===== src/rtl/eeg_map.svh =====
// offsets, field positions, reset values and timing counts of the lpi block
// How it works
// - offset byte picks a register byte, data byte reads or writes it
// - each 16-bit register is even offset high byte, odd offset low byte
// - low-power-idle logic exists only for the four copper ports
// - stop bit set: input traffic withdraws pending request; clear: it does not
// - request raised once transmit queue stays empty longer than wait time
// - wait time used only with 100BASE-TX eee enabled, same for all ports
// - wait time counts in 1.3 ms steps, resets to 0x0010
// - bits 3..0 at 0x35 enable next page per copper port, reset one
// - wakeup longer than read-only threshold 0x0201 bumps the error count
`ifndef EEG_MAP_SVH
`define EEG_MAP_SVH

// ***************************************************************
// host byte registers
// ***************************************************************
`define EEG_IND_CTRL      8'h6e
`define EEG_IND_ADDR      8'h6f
`define EEG_IND_DATA      8'ha0
`define EEG_TBL_MSB       7
`define EEG_TBL_LSB       5
`define EEG_TBL_EEE       3'h1
`define EEG_RDSEL_BIT     4
`define EEG_PORT_MSB      3
`define EEG_PORT_GLOBAL   4'h0

// ***************************************************************
// global register offsets and fields
// ***************************************************************
`define EEG_OFF_LPI_CTRL  8'h30
`define EEG_OFF_WAIT      8'h32
`define EEG_OFF_NP        8'h34
`define EEG_OFF_MIN_IDLE  8'h36
`define EEG_OFF_WAKE_THR  8'h38
`define EEG_OFF_PCS_DIAG  8'h3a
`define EEG_STOP_EN_BIT   7
`define EEG_LPI_CTRL_RST  16'h4010
`define EEG_WAIT_RST      16'h0010
`define EEG_NP_RST        4'hf
`define EEG_NP_FIXED      12'h680
`define EEG_MIN_IDLE_RST  16'h0000
`define EEG_WAKE_THR      16'h0201
`define EEG_PCS_DIAG_RST  16'h0001

// ***************************************************************
// timing
// ***************************************************************
`define EEG_CLK_NS        5
`define EEG_STEP_MS       1.3
`define EEG_STEP_CYCLES   (int'($ceil(`EEG_STEP_MS * 1.0e6 / `EEG_CLK_NS)))
`define EEG_WAKE_UNIT_NS  1000
`define EEG_WAKE_CYCLES   (`EEG_WAKE_UNIT_NS / `EEG_CLK_NS)

`endif


===== src/rtl/eeg_pkg.sv =====
// types shared by the lpi control block
package eeg_pkg;
	// one host byte access per cycle, wr and rd are one-cycle strobes
	typedef struct packed {
		logic       wr;
		logic       rd;
		logic [7:0] addr;
		logic [7:0] wdata;
	} eeg_host_s;

	// per copper port status from queue manager, mac and phy
	typedef struct packed {
		logic eee_en;
		logic empty;
		logic push;
		logic traffic;
		logic wake_start;
		logic wake_done;
	} eeg_port_in_s;
endpackage


===== src/rtl/eeg_lpi_ctrl.sv =====
// global eee low-power-idle control with indirect host byte access
`timescale 1ns/1ps
`include "eeg_map.svh"
module eeg_lpi_ctrl #(
	parameter int NUM_PORTS   = 4,
	parameter int STEP_CYCLES = `EEG_STEP_CYCLES,
	parameter int WAKE_CYCLES = `EEG_WAKE_CYCLES
) (
	input  wire logic                  mclk,
	input  wire logic                  rst,
	input  wire eeg_pkg::eeg_host_s    host,
	output logic [7:0]                 host_rdata,
	input  wire eeg_pkg::eeg_port_in_s port_in [NUM_PORTS],
	output logic [NUM_PORTS-1:0]       lpi_req,
	output logic [NUM_PORTS-1:0]       next_page_en,
	output logic [15:0]                wake_err_count
);
	import eeg_pkg::*;

	// ***************************************************************
	// indirect access registers
	// ***************************************************************
	logic [7:0]           ctrl_reg;
	logic [7:0]           offset_reg;
	logic [7:0]           data_reg;
	logic [7:0]           rdata_reg;
	logic                 stop_en_reg;
	logic [15:0]          wait_reg;
	logic [NUM_PORTS-1:0] np_reg;
	logic [15:0]          err_cnt_reg;
	logic                 sel_ok;
	logic                 rd_mode;
	logic                 fetch;
	logic                 store;
	logic [NUM_PORTS-1:0] err_pulse;
	logic [2:0]           err_sum;

	// only the global eee page is served here
	assign sel_ok = ctrl_reg[`EEG_TBL_MSB:`EEG_TBL_LSB] == `EEG_TBL_EEE
		&& ctrl_reg[`EEG_PORT_MSB:0] == `EEG_PORT_GLOBAL;
	assign rd_mode = ctrl_reg[`EEG_RDSEL_BIT];
	// writing the offset byte in read mode fetches the target byte
	assign fetch = host.wr && host.addr == `EEG_IND_ADDR && sel_ok && rd_mode;
	// writing the data byte in write mode stores into the target byte
	assign store = host.wr && host.addr == `EEG_IND_DATA && sel_ok && !rd_mode;

	// read view of one global byte; reserved bytes give their fixed values
	function automatic logic [7:0] global_byte(input logic [7:0] off);
		logic [15:0] word;
		word = 16'h0;
		unique case ({off[7:1], 1'b0})
			`EEG_OFF_LPI_CTRL: begin
				word = `EEG_LPI_CTRL_RST;
				word[`EEG_STOP_EN_BIT] = stop_en_reg;
			end
			`EEG_OFF_WAIT:     word = wait_reg;
			`EEG_OFF_NP:       word = {`EEG_NP_FIXED, np_reg};
			`EEG_OFF_MIN_IDLE: word = `EEG_MIN_IDLE_RST;
			`EEG_OFF_WAKE_THR: word = `EEG_WAKE_THR;
			`EEG_OFF_PCS_DIAG: word = `EEG_PCS_DIAG_RST;
			default:           word = 16'h0;
		endcase
		// even offset is the high byte, odd the low byte
		return off[0] ? word[7:0] : word[15:8];
	endfunction

	// control and offset bytes written directly by the host
	always_ff @(posedge mclk) begin
		if (rst) begin
			ctrl_reg   <= 8'h0;
			offset_reg <= 8'h0;
		end else if (host.wr) begin
			if (host.addr == `EEG_IND_CTRL) begin
				ctrl_reg <= host.wdata;
			end
			if (host.addr == `EEG_IND_ADDR) begin
				offset_reg <= host.wdata;
			end
		end
	end

	// data byte holds the last fetched or written value
	always_ff @(posedge mclk) begin
		if (rst) begin
			data_reg <= 8'h0;
		end else if (fetch) begin
			data_reg <= global_byte(host.wdata);
		end else if (host.wr && host.addr == `EEG_IND_DATA) begin
			data_reg <= host.wdata;
		end
	end

	// registered read answer, one cycle after the strobe
	always_ff @(posedge mclk) begin
		if (rst) begin
			rdata_reg <= 8'h0;
		end else if (host.rd) begin
			unique case (host.addr)
				`EEG_IND_CTRL: rdata_reg <= ctrl_reg;
				`EEG_IND_ADDR: rdata_reg <= offset_reg;
				`EEG_IND_DATA: rdata_reg <= data_reg;
				default:       rdata_reg <= 8'h0;
			endcase
		end
	end

	// ***************************************************************
	// writable global fields
	// ***************************************************************
	// read-only and reserved bytes silently drop the write
	always_ff @(posedge mclk) begin
		if (rst) begin
			stop_en_reg <= 1'b0;
			wait_reg    <= `EEG_WAIT_RST;
			np_reg      <= `EEG_NP_RST;
		end else if (store) begin
			unique case (offset_reg)
				`EEG_OFF_LPI_CTRL + 8'h1:
					stop_en_reg <= host.wdata[`EEG_STOP_EN_BIT];
				`EEG_OFF_WAIT:        wait_reg[15:8] <= host.wdata;
				`EEG_OFF_WAIT + 8'h1: wait_reg[7:0]  <= host.wdata;
				`EEG_OFF_NP + 8'h1:
					np_reg <= host.wdata[NUM_PORTS-1:0];
				default: ;
			endcase
		end
	end

	// ***************************************************************
	// time bases
	// ***************************************************************
	logic [$clog2(STEP_CYCLES)-1:0] step_div_reg;
	logic [$clog2(WAKE_CYCLES)-1:0] wake_div_reg;
	logic                           step;
	logic                           wtick;

	// one pulse per 1.3 ms wait unit, shared by all ports
	assign step  = step_div_reg == ($clog2(STEP_CYCLES))'(STEP_CYCLES - 1);
	assign wtick = wake_div_reg == ($clog2(WAKE_CYCLES))'(WAKE_CYCLES - 1);

	always_ff @(posedge mclk) begin
		if (rst || step) begin
			step_div_reg <= '0;
		end else begin
			step_div_reg <= step_div_reg + 1'b1;
		end
	end

	// wakeup is timed in its own finer unit
	always_ff @(posedge mclk) begin
		if (rst || wtick) begin
			wake_div_reg <= '0;
		end else begin
			wake_div_reg <= wake_div_reg + 1'b1;
		end
	end

	// ***************************************************************
	// copper ports
	// ***************************************************************
	// the uplink port has no instance, so it never idles low-power
	for (genvar p = 0; p < NUM_PORTS; p++) begin : g_port
		eeg_port_timer u_timer (
			.mclk      (mclk),
			.rst       (rst),
			.step      (step),
			.wtick     (wtick),
			.wait_time (wait_reg),
			.stop_en   (stop_en_reg),
			.wake_thr  (`EEG_WAKE_THR),
			.pin       (port_in[p]),
			.lpi_req   (lpi_req[p]),
			.wake_err  (err_pulse[p])
		);
	end

	// ***************************************************************
	// wakeup error count
	// ***************************************************************
	always_comb begin
		err_sum = 3'h0;
		for (int i = 0; i < NUM_PORTS; i++) begin
			err_sum = err_sum + 3'(err_pulse[i]);
		end
	end

	// saturates so a storm of errors cannot wrap back to a small count
	always_ff @(posedge mclk) begin
		if (rst) begin
			err_cnt_reg <= 16'h0;
		end else if (err_sum != 3'h0) begin
			if (err_cnt_reg > 16'hffff - {13'h0, err_sum}) begin
				err_cnt_reg <= 16'hffff;
			end else begin
				err_cnt_reg <= err_cnt_reg + {13'h0, err_sum};
			end
		end
	end

	assign host_rdata     = rdata_reg;
	assign next_page_en   = np_reg;
	assign wake_err_count = err_cnt_reg;

	// cycles since the last wait step, kept apart from the divider itself
	logic [31:0] step_gap_reg;
	always_ff @(posedge mclk) begin
		if (rst || step) begin
			step_gap_reg <= 32'h1;
		end else begin
			step_gap_reg <= step_gap_reg + 32'h1;
		end
	end
endmodule


===== src/rtl/eeg_port_timer.sv =====
// per-port empty-queue idle timer and wakeup duration check
`timescale 1ns/1ps
`include "eeg_map.svh"
module eeg_port_timer (
	input  wire logic                 mclk,
	input  wire logic                 rst,
	input  wire logic                 step,
	input  wire logic                 wtick,
	input  wire logic [15:0]          wait_time,
	input  wire logic                 stop_en,
	input  wire logic [15:0]          wake_thr,
	input  wire eeg_pkg::eeg_port_in_s pin,
	output logic                      lpi_req,
	output logic                      wake_err
);
	import eeg_pkg::*;

	logic [16:0] idle_cnt_reg;
	logic        lpi_req_reg;
	logic        wake_busy_reg;
	logic [16:0] wake_cnt_reg;
	logic        wake_err_reg;
	logic        clear;

	// anything that breaks the idle run restarts it
	assign clear = !pin.eee_en || !pin.empty || pin.push
		|| (stop_en && pin.traffic);

	// idle steps, held at wait+1 so the compare never wraps
	always_ff @(posedge mclk) begin
		if (rst || clear) begin
			idle_cnt_reg <= 17'h0;
		end else if (step && idle_cnt_reg <= {1'b0, wait_time}) begin
			idle_cnt_reg <= idle_cnt_reg + 17'h1;
		end
	end

	// request only after strictly more steps than configured
	always_ff @(posedge mclk) begin
		if (rst) begin
			lpi_req_reg <= 1'b0;
		end else begin
			lpi_req_reg <= !clear && (idle_cnt_reg > {1'b0, wait_time});
		end
	end

	// wakeup duration in wake units, saturating
	always_ff @(posedge mclk) begin
		if (rst) begin
			wake_busy_reg <= 1'b0;
			wake_cnt_reg  <= 17'h0;
			wake_err_reg  <= 1'b0;
		end else begin
			wake_err_reg <= 1'b0;
			if (pin.wake_start) begin
				wake_busy_reg <= 1'b1;
				wake_cnt_reg  <= 17'h0;
			end else if (wake_busy_reg && pin.wake_done) begin
				wake_busy_reg <= 1'b0;
				wake_err_reg  <= wake_cnt_reg > {1'b0, wake_thr};
			end else if (wake_busy_reg && wtick && !wake_cnt_reg[16]) begin
				wake_cnt_reg <= wake_cnt_reg + 17'h1;
			end
		end
	end

	assign lpi_req  = lpi_req_reg;
	assign wake_err = wake_err_reg;
endmodule


===== config.mk =====
export PLATFORM = sky130hd
export DESIGN_NAME = eeg_lpi_ctrl
export DESIGN_NICKNAME = d
export VERILOG_FILES = /design/src/rtl/eeg_pkg.sv /design/src/rtl/eeg_lpi_ctrl.sv /design/src/rtl/eeg_port_timer.sv
export VERILOG_INCLUDE_DIRS = /design/src /design/src/rtl
export SDC_FILE = /design/constraint.sdc
export NUM_CORES = 1
export LEC_CHECK = 0
export BUFFER_PORTS_ARGS = -buffer_cell sky130_fd_sc_hd__buf_2
export CAP_MARGIN = 25
export CORE_MARGIN = 1
export CORE_UTILIZATION = 35
export CTS_CLUSTER_SIZE = 24
export DETAILED_ROUTE_END_ITERATION = 10
export PLACE_DENSITY = 0.5
export SETUP_SLACK_MARGIN = 0.4
export SLEW_MARGIN = 20
export SYNTH_ARGS = -nofsm -noshare
export SYNTH_HDL_FRONTEND = slang
export SYNTH_SLANG_ARGS = --single-unit

===== constraint.sdc =====
create_clock -name mclk -period 3.1 [get_ports mclk]
set_clock_uncertainty 0.2 [all_clocks]
set_input_delay 0.465 -clock mclk [delete_from_list [all_inputs] [get_ports mclk]]
set_output_delay 0.465 -clock mclk [all_outputs]
set_load 0.05 [all_outputs]

==> results of run 1 <==
[metal layers]
| layer | GRT usage | part of all wire | vias up |
|---|---|---|---|
| met5 | 0 | 0 | - |
| li1 | - | - | 5715 |
| met1 | 0.2458 | 0.49 | 5333 |
| met3 | 0.02644 | 0.037 | 61 |
| met4 | 0.04385 | 0.022 | 0 |
| met2 | 0.2823 | 0.45 | 188 |
[stage by stage]
step           power [mW]  hold WS, ns
6_report            6.692      0.02775
5_1_grt             6.925      0.02120
4_1_cts             6.814     0.005031
3_5_place_dp        3.402       0.2402
3_3_place_gp        3.401       0.2298
2_1_floorplan       3.325       0.2130
[final timing paths]
path | startpoint | end | cells after the start
worst max register to register | g_port[3].u_timer.wake_err | wake_err_count[15] | 11
worst max-delay path | g_port[3].u_timer.wake_err | wake_err_count[15] | 11
worst min register to register | step_div_reg[0] | step_div_reg[0] | 1
worst min-delay path | host[6] | offset_reg[6] | 3
[cells by family (layout without fill, tap and decap cells)]
family / Yosys count / in the layout
AOI/OAI and AO/OA: 279 / 279
xor gates and xnor gates: 105 / 105
adders and majority gates: 87 / 87
buffers and inverters: 125 / 304
DFF: 243 / 243
muxes: 36 / 36
and+or+nand+nor: 626 / 630
[worst register-to-register path: stages (launching register included)]
cell	delay, ns
dfxtp_2	0.32
fa_1	0.52
ha_4	0.19
ha_4	0.33
ha_4	0.22
nand3_1	0.09
nand2_2	0.07
nor4_4	0.32
buf_4	0.17
nor2_1	0.04
a31oi_1	0.13
o21a_1	0.14
[timing repair]
item | in CTS | in global routing
pin swaps | 52 | 66
resized for setup | 65 | 121
gates cloned | 3 | 5
buffers inserted | 27 | 35
hold buffers | 9 | 0
endpoints found under the hold margin | 9 | 0
endpoints found under the setup margin | 80 | 122
[layout by cell type, fill, tap and decap left out, types with 10 or more instances in the layout]
cell type,instances
a22oi_1,10
buf_2,74
a21o_1,21
nor4_1,11
inv_1,47
dfxtp_1,214
nand2_1,131
ha_1,47
a21oi_2,12
nor3_1,15
dfxtp_2,23
buf_4,87
xor2_1,66
nand4_1,51
a2111oi_4,10
nand2b_1,15
o21ai_0,34
nand3_1,61
a21oi_1,93
and3_1,31
or3_1,19
ha_4,36
xnor2_1,39
buf_6,14
clkbuf_16,29
a211oi_1,13
or4_1,12
nor2_1,190
o31ai_1,13
mux2i_1,28
[power groups by stage]
stage,registers (mW),clock network (mW),logic [mW]
after global placement,3.22,0,0.186
after CTS,3.14,3.48,0.195
after global routing,3.14,3.57,0.215
after detailed placement,3.22,0,0.186
final,3.14,3.35,0.195
after floorplan,3.23,0,0.0925
[layout make-up]
cell class,count,share of cell area
Timing Repair Buffer,188,0.08036
Clock inverter,7,0.004523
Clock buffer,45,0.05217
Sequential cell,243,0.2962
Tap cell,461,0.03475
Inverter,64,0.01704
Multi-Input combinational cell,1137,0.5150
==> flow_metrics.env, run 1 <==
export IMPL_area_delta_synth_final_pct=29.10
export IMPL_grt_pass1_vias=10520
export IMPL_rsz0062_at_grt="yes"
export IMPL_final_fill_count=3440
export IMPL_worst_pin_slew_ns=0.7777
export IMPL_cts_root_buf="clkbuf_16"
export IMPL_drc=0
export IMPL_p_clk_frac=0.501
export IMPL_r2r_slack_ns=0.31
export IMPL_place_ws_ns=0.1662
export IMPL_max_freq_mhz=358.3
export IMPL_slowest_stage="fa_1"
export IMPL_dpl_instance_area_um2=14060
export IMPL_grt_overflow_total=0
export IMPL_clockBufferDepth=3
export IMPL_netlist_instances=1501
export IMPL_synthTopCellsByArea="dfxtp_1 (38%), ha_1 (8.3%), nor2_1 (5.7%)"
export IMPL_muxShareOfSynthArea=0.02881
export IMPL_hold_class="input port to flip-flop"
export IMPL_drive_above_1_share=0.2518
export IMPL_synth_nets=1632
export IMPL_cts_num_sinks=243
export IMPL_antenna_found_initial=1
export IMPL_yosysMostFrequentCell="dfxtp_1"
export IMPL_cp_data_arrival_time_ns=3.11
export IMPL_pwr_share_seq=0.470
export IMPL_netlist_area_leader_share=0.3784
export IMPL_clk_pin_slew_ns=0.06
export IMPL_cp_top_family="adder cells"
export IMPL_first_pass_iters=5
export IMPL_utilization=0.4632
export IMPL_top_level_ports=76
export IMPL_finalWorstSetupSlack_ns=0.3092
export IMPL_rows=69
export IMPL_synth_top_family_by_area="simple AND/OR/NAND/NOR gates"
export IMPL_grt_start_max_net_pins=58
export IMPL_globalplace_congestion=0.8197
export IMPL_synth_top_cell_by_area="dfxtp_1"
export IMPL_cp_common_cell="ha_4"
export IMPL_internal_power_mw=5.191
export IMPL_synth_edff_count=0
export IMPL_path_cells="fa_1 > ha_4 > ha_4 > ha_4 > nand3_1 > nand2_2 > nor4_4 > buf_4 > nor2_1 > a31oi_1 > o21a_1"
export IMPL_cp_end_kind="flip-flop"
export IMPL_htree_num_levels=1
export IMPL_ys_seq_elements=243
export IMPL_io_buffers=75
export IMPL_tritoncts="built"
export IMPL_worst_setup_path_type="flip-flop to flip-flop"
export IMPL_synth_xor_area_share=0.07153
export IMPL_ys_flop_type="dfxtp_1"
export IMPL_setup_viol=0
export IMPL_track_usage=0.1758
export IMPL_ant_nets=0
export IMPL_p_switching_mw=1.501
export IMPL_multi_input_area_um2=8547
export IMPL_crit_required_ns=3.42
export IMPL_place_inst=2014
export IMPL_synth_area_um2=12860
export IMPL_maxSlewViolCount=0
export IMPL_synth_compound_area_frac=0.1490
export IMPL_p_per_area_nw_per_um2=403.2
export IMPL_coreArea_um2=35830
export IMPL_synth_avg_cell_area_um2=8.565
export IMPL_hpwlAfterDp_mm=22.73
export IMPL_regArea_um2=4916
export IMPL_p_leak_nw=6.039
export IMPL_clk_latency_ns=0.57
export IMPL_yosysWarnings=0
export IMPL_die_width_um=193.7
export IMPL_wl_per_cell_um=16.23
export IMPL_antenna_cells=0
export IMPL_ys_async_sr_fraction=0
export IMPL_wl_mm=34.82
export IMPL_crit_buf_inv=1
export IMPL_synth_fa_ha_area_frac=0.08584
export IMPL_synth_seq_area_share=0.3784
export IMPL_cap_violations=0
export IMPL_min_period_ns=2.791
export IMPL_via_per_inst=5.267
export IMPL_ir_drop_v=0.0004147
export IMPL_initial_core_util=0.3588
export IMPL_design_area_um2=16600
export IMPL_max_slew_margin=0.4815
export IMPL_finalHoldViolCount=0
export IMPL_worst_path_max_fanout=5
export IMPL_combPwrFrac=0.029
export IMPL_startpoint_type="flip-flop"
export IMPL_switching_share=0.2243
export IMPL_fin_nets=1794
export IMPL_grt_pass1_wl_mm=54.93
export IMPL_fin_crit_sh=0.9003
export IMPL_tns_ns=0
export IMPL_die_area_um2=37500
export IMPL_status="finished clean"
export IMPL_synth_common_cells="dfxtp_1 (243), nor2_1 (194), nand2_1 (137)"
export IMPL_num_vias=11300
export IMPL_yosys_area_share_simple=0.2465
export IMPL_fin_cells=2145
export IMPL_die_y_um=193.7
export IMPL_first_iter_violations=600
export IMPL_cts_buffers_inserted=29
export IMPL_ys_types=73
export IMPL_worst_path_largest_cell_delay_ns=0.52
Power figures use the tool's default switching activity.
==> run 2: changes to the inputs <==
Settings changed: CORE_UTILIZATION 35 to 56, PLACE_DENSITY 0.5 to 0.74, SLEW_MARGIN 20 to 40.
==> flow_metrics.env, run 2 (synthesized netlist as in run 1, its figures left out) <==
export IMPL_die_area_um2=23570
export IMPL_cts_root_buf="clkbuf_16"
export IMPL_num_vias=11740
export IMPL_cp_top_family="compound AO/OA/AOI/OAI gates"
export IMPL_cp_end_kind="flip-flop"
export IMPL_globalplace_congestion=0.8538
export IMPL_crit_buf_inv=2
export IMPL_startpoint_type="flip-flop"
export IMPL_pwr_share_seq=0.459
export IMPL_worst_path_max_fanout=8
export IMPL_via_per_inst=6.046
export IMPL_slowest_stage="or4_1"
export IMPL_drc=0
export IMPL_crit_cells=10
export IMPL_rows=55
export IMPL_hold_class="input port to flip-flop"
export IMPL_min_period_ns=2.918
export IMPL_ant_nets=0
export IMPL_switching_share=0.2201
export IMPL_max_freq_mhz=342.7
export IMPL_first_iter_violations=828
export IMPL_top_level_ports=76
export IMPL_grt_pass1_vias=10760
export IMPL_path_cells="inv_4 > ha_4 > a21o_1 > a21o_1 > a221o_1 > a2111oi_4 > a32oi_2 > buf_6 > or4_1 > a21oi_1"
export IMPL_rr_worst_depth=10
export IMPL_first_pass_iters=6
export IMPL_crit_end="g_port[3].u_timer.idle_cnt_reg[7]"
export IMPL_tritoncts="built"
export IMPL_p_switching_mw=1.506
export IMPL_coreArea_um2=22570
export IMPL_grt_pass1_wl_mm=52.85
export IMPL_startpoint="wait_reg[2]"
export IMPL_initial_core_util=0.5696
export IMPL_drive_above_1_share=0.2464
export IMPL_die_y_um=153.5
export IMPL_clockBufferDepth=3
export IMPL_internal_power_mw=5.333
export IMPL_track_usage=0.2687
export IMPL_clk_latency_ns=0.56
export IMPL_utilization=0.7131
export IMPL_wl_per_cell_um=17.55
export IMPL_cap_violations=0
export IMPL_finalHoldViolCount=0
export IMPL_tns_ns=0
export IMPL_setup_viol=0
export IMPL_antenna_found_initial=0
export IMPL_cp_data_arrival_time_ns=3.17
export IMPL_grt_overflow_total=0
export IMPL_r2r_slack_ns=0.18
export IMPL_rsz0062_at_grt="yes"
export IMPL_layout_common_cells="dfxtp_1 (210), nor2_1 (189), nand2_1 (132)"
export IMPL_fin_nets=1766
export IMPL_clk_pin_slew_ns=0.06
export IMPL_crit_required_ns=3.35
export IMPL_die_width_um=153.5
export IMPL_p_clk_frac=0.513
export IMPL_worst_path_largest_cell_delay_ns=0.44
export IMPL_htree_num_levels=1
export IMPL_hpwlAfterDp_mm=21.03
export IMPL_area_delta_synth_final_pct=25.21
export IMPL_cts_buffers_inserted=27
export IMPL_antenna_cells=0
export IMPL_cp_common_cell="a21o_1"
export IMPL_status="finished clean"
export IMPL_io_buffers=75
export IMPL_max_slew_margin=0.3857
export IMPL_worst_pin_slew_ns=0.9187
export IMPL_r2r_start="wait_reg[2]"
export IMPL_p_leak_nw=5.868
export IMPL_ir_drop_v=0.0004727
export IMPL_timing_rr_end="g_port[3].u_timer.idle_cnt_reg[7]"
export IMPL_grt_start_max_net_pins=59
export IMPL_combPwrFrac=0.028
export IMPL_final_common_cell="dfxtp_1"
export IMPL_cts_num_sinks=243
export IMPL_wl_mm=34.07
export IMPL_fin_crit_sh=0.9414
export IMPL_maxSlewViolCount=0
export IMPL_p_per_area_nw_per_um2=424.9
export IMPL_worst_setup_path_type="flip-flop to flip-flop"
[run 2: changes by cell type in the layout (fill, tap and decap cells not counted), sizes merged]
cell         delta
buf            -25
clkbuf         -15
bufinv          +5
clkinvlp        +4
inv             +2
clkinv          +1
dlygate4sd3     -1
or3             +1
[run 2: worst min-delay path by stage]
| stage | cells past startpoint | endpoint | start |
|---|---|---|---|
| floorplan | 1 | wake_div_reg[0] | wake_div_reg[0] |
| global placement | 1 | wake_div_reg[0] | wake_div_reg[0] |
| detailed placement | 1 | wake_div_reg[0] | wake_div_reg[0] |
| CTS | 3 | offset_reg[6] | host[6] |
| global route | 3 | offset_reg[7] | host[7] |
| finish | 3 | offset_reg[6] | host[6] |
[run 2: stage by stage]
| stage | total power, mW | hold slack, ns | setup WS, ns | std cells | area [µm²] |
|---|---|---|---|---|---|
| 2_1_floorplan | 3.325 | 0.2130 | 0.3098 | 1501 | 13110 |
| 3_3_place_gp | 3.392 | 0.2258 | 0.1788 | 1834 | 13800 |
| 3_5_place_dp | 3.394 | 0.2394 | 0.1283 | 1834 | 13800 |
| 4_1_cts | 6.878 | 0.03509 | 0.2388 | 1920 | 15460 |
| 5_1_grt | 7.035 | 0.06698 | 0.1096 | 1941 | 16100 |
| 6_report | 6.839 | 0.04176 | 0.1817 | 1941 | 16100 |
[run 2: timing repair]
action                                  4_1_cts  5_1_grt
resized for setup                            80      104
pin swaps                                    63       49
endpoints found under the setup margin       69      113
hold buffers                                  8        0
gates cloned                                  3        4
hold endpoints to repair                      8        0
buffers inserted                             25       17
[run 2: metal layers]
layer | up-vias | GRT usage | wire length, µm | part of all wire
li1 | 5672 | - | - | -
met1 | 5525 | 0.3634 | 15110 | 0.44
met2 | 431 | 0.4294 | 15530 | 0.46
met3 | 108 | 0.04030 | 2226 | 0.065
met4 | 0 | 0.1100 | 1202 | 0.035
met5 | - | 0 | 0 | 0
[run 2: worst min-delay path, stage by stage]
cell	delay, ns
buf_2	0.16
nand2_1	0.07
a21oi_1	0.05
[run 2: area by class of cell]
| cell class | instances | area, µm² |
|---|---|---|
| fillers | 1665 | 6475 |
| clock inverters | 19 | 281.5 |
| flip-flops and latches | 243 | 4923 |
| well taps | 285 | 356.6 |
| multi-input cells | 1138 | 8437 |
| inverters | 64 | 292.8 |
| repair buffers | 161 | 1105 |
| clock buffers | 31 | 700.7 |
[run 2: power by group through the flow]
stage / Sequential [mW] / Clock (mW) / Combinational [mW]
6_report: 3.14 / 3.51 / 0.192
5_1_grt: 3.14 / 3.69 / 0.208
4_1_cts: 3.15 / 3.54 / 0.189
3_5_place_dp: 3.22 / 0 / 0.178
3_3_place_gp: 3.22 / 0 / 0.176
2_1_floorplan: 3.23 / 0 / 0.0925
==> run 3: changes to the inputs <==
Settings changed: CAP_MARGIN 25 to 20, CORE_UTILIZATION 56 to 29, PLACE_DENSITY 0.74 to 0.42, SYNTH_HIERARCHICAL from default to 1.
==> flow_metrics.env, run 3 <==
export IMPL_path_cells="ha_4 > and4_4 > nand2_4 > nor4_4 > buf_12 > buf_12 > buf_8 > and4_4 > a311oi_4 > buf_12 > or4b_4 > a21oi_2"
export IMPL_p_per_area_nw_per_um2=376.0
export IMPL_synthTopCellsByArea="dfxtp_1 (34%), ha_1 (13%), nor2_1 (4.7%)"
export IMPL_startpoint_type="flip-flop"
export IMPL_cts_buffers_inserted=34
export IMPL_worst_pin_slew_ns=0.7496
export IMPL_worst_path_max_fanout=8
export IMPL_min_period_ns=2.875
export IMPL_finalHoldViolCount=0
export IMPL_coreArea_um2=49150
export IMPL_fin_crit_sh=0.9274
export IMPL_max_freq_mhz=347.9
export IMPL_wl_mm=41.65
export IMPL_rsz0062_at_grt="yes"
export IMPL_die_width_um=225.6
export IMPL_hpwlAfterDp_mm=28.67
export IMPL_grt_overflow_total=0
export IMPL_clk_pin_slew_ns=0.06
export IMPL_crit_required_ns=3.38
export IMPL_final_common_cell="dfxtp_1"
export IMPL_globalplace_congestion=0.7820
export IMPL_clockBufferDepth=3
export IMPL_tritoncts="built"
export IMPL_io_buffers=75
export IMPL_ys_flop_type="dfxtp_1"
export IMPL_max_slew_margin=0.5003
export IMPL_track_usage=0.1651
export IMPL_ant_nets=0
export IMPL_cts_root_buf="clkbuf_16"
export IMPL_tns_ns=0
export IMPL_worst_setup_path_type="flip-flop to flip-flop"
export IMPL_yosysMostFrequentCell="dfxtp_1"
export IMPL_cp_top_family="simple AND/OR/NAND/NOR gates"
export IMPL_slowest_stage="or4b_4"
export IMPL_cts_num_sinks=243
export IMPL_die_area_um2=50870
export IMPL_ir_drop_v=0.0002778
export IMPL_worst_path_largest_cell_delay_ns=0.48
export IMPL_synth_edff_count=0
export IMPL_layout_common_cells="dfxtp_1 (223), nor2_1 (178), inv_1 (151)"
export IMPL_grt_pass1_wl_mm=67.24
export IMPL_wl_met1_mm=20.61
export IMPL_fin_nets=2172
export IMPL_synth_top_cell_by_area="dfxtp_1"
export IMPL_yosysWarnings=6
export IMPL_top_level_ports=76
export IMPL_netlist_area_leader_share=0.3357
export IMPL_top_layer_used="met4"
export IMPL_met3RoutedLength_mm=1.689
export IMPL_first_pass_iters=5
export IMPL_area_delta_synth_final_pct=35.29
export IMPL_cp_common_cell="buf_12"
export IMPL_clk_latency_ns=0.55
export IMPL_rows=81
export IMPL_utilization=0.3989
export IMPL_crit_buf_inv=4
export IMPL_status="finished clean"
export IMPL_ys_async_sr_fraction=0
export IMPL_cp_end_kind="flip-flop"
export IMPL_synth_avg_cell_area_um2=8.451
export IMPL_hold_class="input port to flip-flop"
export IMPL_die_y_um=225.6
export IMPL_via_per_inst=4.926
export IMPL_final_fill_count=4926
export IMPL_netlist_instances=1715
export IMPL_antenna_cells=0
export IMPL_htree_num_levels=2
export IMPL_ys_types=62
export IMPL_ys_seq_elements=243
export IMPL_p_leak_nw=7.737
export IMPL_synth_area_um2=14490
export IMPL_cap_violations=0
export IMPL_wl_per_cell_um=15.60
export IMPL_cp_data_arrival_time_ns=3.15
export IMPL_antenna_found_initial=1
export IMPL_first_iter_violations=687
export IMPL_grt_start_max_net_pins=55
export IMPL_grt_pass1_vias=12680
export IMPL_synth_common_cells="dfxtp_1 (243), nor2_1 (181), inv_1 (158)"
export IMPL_setup_viol=0
export IMPL_num_vias=13150
export IMPL_drive_above_1_share=0.2542
export IMPL_wl_met2_mm=18.51
export IMPL_drc=0
export IMPL_initial_core_util=0.2948
export IMPL_synth_seq_area_share=0.3357
export IMPL_maxSlewViolCount=0
## run 3: cells by family after synthesis
logic type	Yosys count	share of synthesized area
AO/OA/AOI/OAI	327	0.1479
XOR/XNOR	88	0.05318
adder cells (fa/ha/maj)	147	0.1279
buffers and inverters	215	0.05914
flip-flops	243	0.3357
multiplexers	53	0.03678
other	2	0.0005182
AND/OR/NAND/NOR	640	0.2389
## run 3: per-layer routing
layer  global-route usage  up-vias
met2               0.2607      230
met5                    0        -
met1               0.2315     6222
met3              0.02438       53
li1                     -     6648
met4              0.04696        0
## run 3: worst paths after layout
check / depth (start not counted) / endpoint / start / slack (ns)
worst max register to register: 12 / g_port[0].u_timer/idle_cnt_reg[10] / step_div_reg[0] / 0.23
worst min register to register: 1 / wake_div_reg[0] / wake_div_reg[0] / 0.25
worst max-delay path: 12 / g_port[0].u_timer/idle_cnt_reg[10] / step_div_reg[0] / 0.23
worst min-delay path: 3 / g_port[2].u_timer/wake_err / port_in[6] / 0.05
## run 3: layout make-up
cell class / count / area (µm²) / share of cell area
Inverter: 158 / 598.1 / 0.03050
Timing Repair Buffer: 223 / 1867 / 0.09521
Tap cell: 664 / 830.8 / 0.04237
Clock buffer: 46 / 996.0 / 0.05079
Sequential cell: 243 / 4892 / 0.2495
Clock inverter: 15 / 147.6 / 0.007530
Multi-Input combinational cell: 1321 / 10280 / 0.5241
## run 3: through the flow
stage	instances	hold slack, ns	setup WS (ns)	total power [mW]	cell area (µm²)
after floorplan	1777	0.2132	0.1177	3.352	14850
after global placement	2533	0.2293	0.09717	3.443	16390
after detailed placement	2533	0.2321	0.04285	3.446	16400
after CTS	2643	0.006116	0.2766	7.509	18690
after global routing	2670	0.05236	0.1293	7.693	19610
final	2670	0.04500	0.2252	7.373	19610
## run 3: power breakdown
part	switching (mW)	internal, mW	total (mW)
Sequential	0.0107	3.14	3.15
Combinational	0.168	0.0900	0.258
Clock	1.54	2.43	3.97
## run 3: timing repair
item / in CTS / in global routing
setup buffers: 37 / 25
endpoints found under the hold margin: 4 / 0
gates resized for setup: 128 / 154
hold buffers: 4 / 0
pin swaps: 51 / 67
endpoints found under the setup margin: 124 / 149
cloned: 8 / 2
## run 3: tightest hold or removal path, stage by stage
cell,delay [ns]
buf_2,0.13
nand2_1,0.06
a2111oi_0,0.06
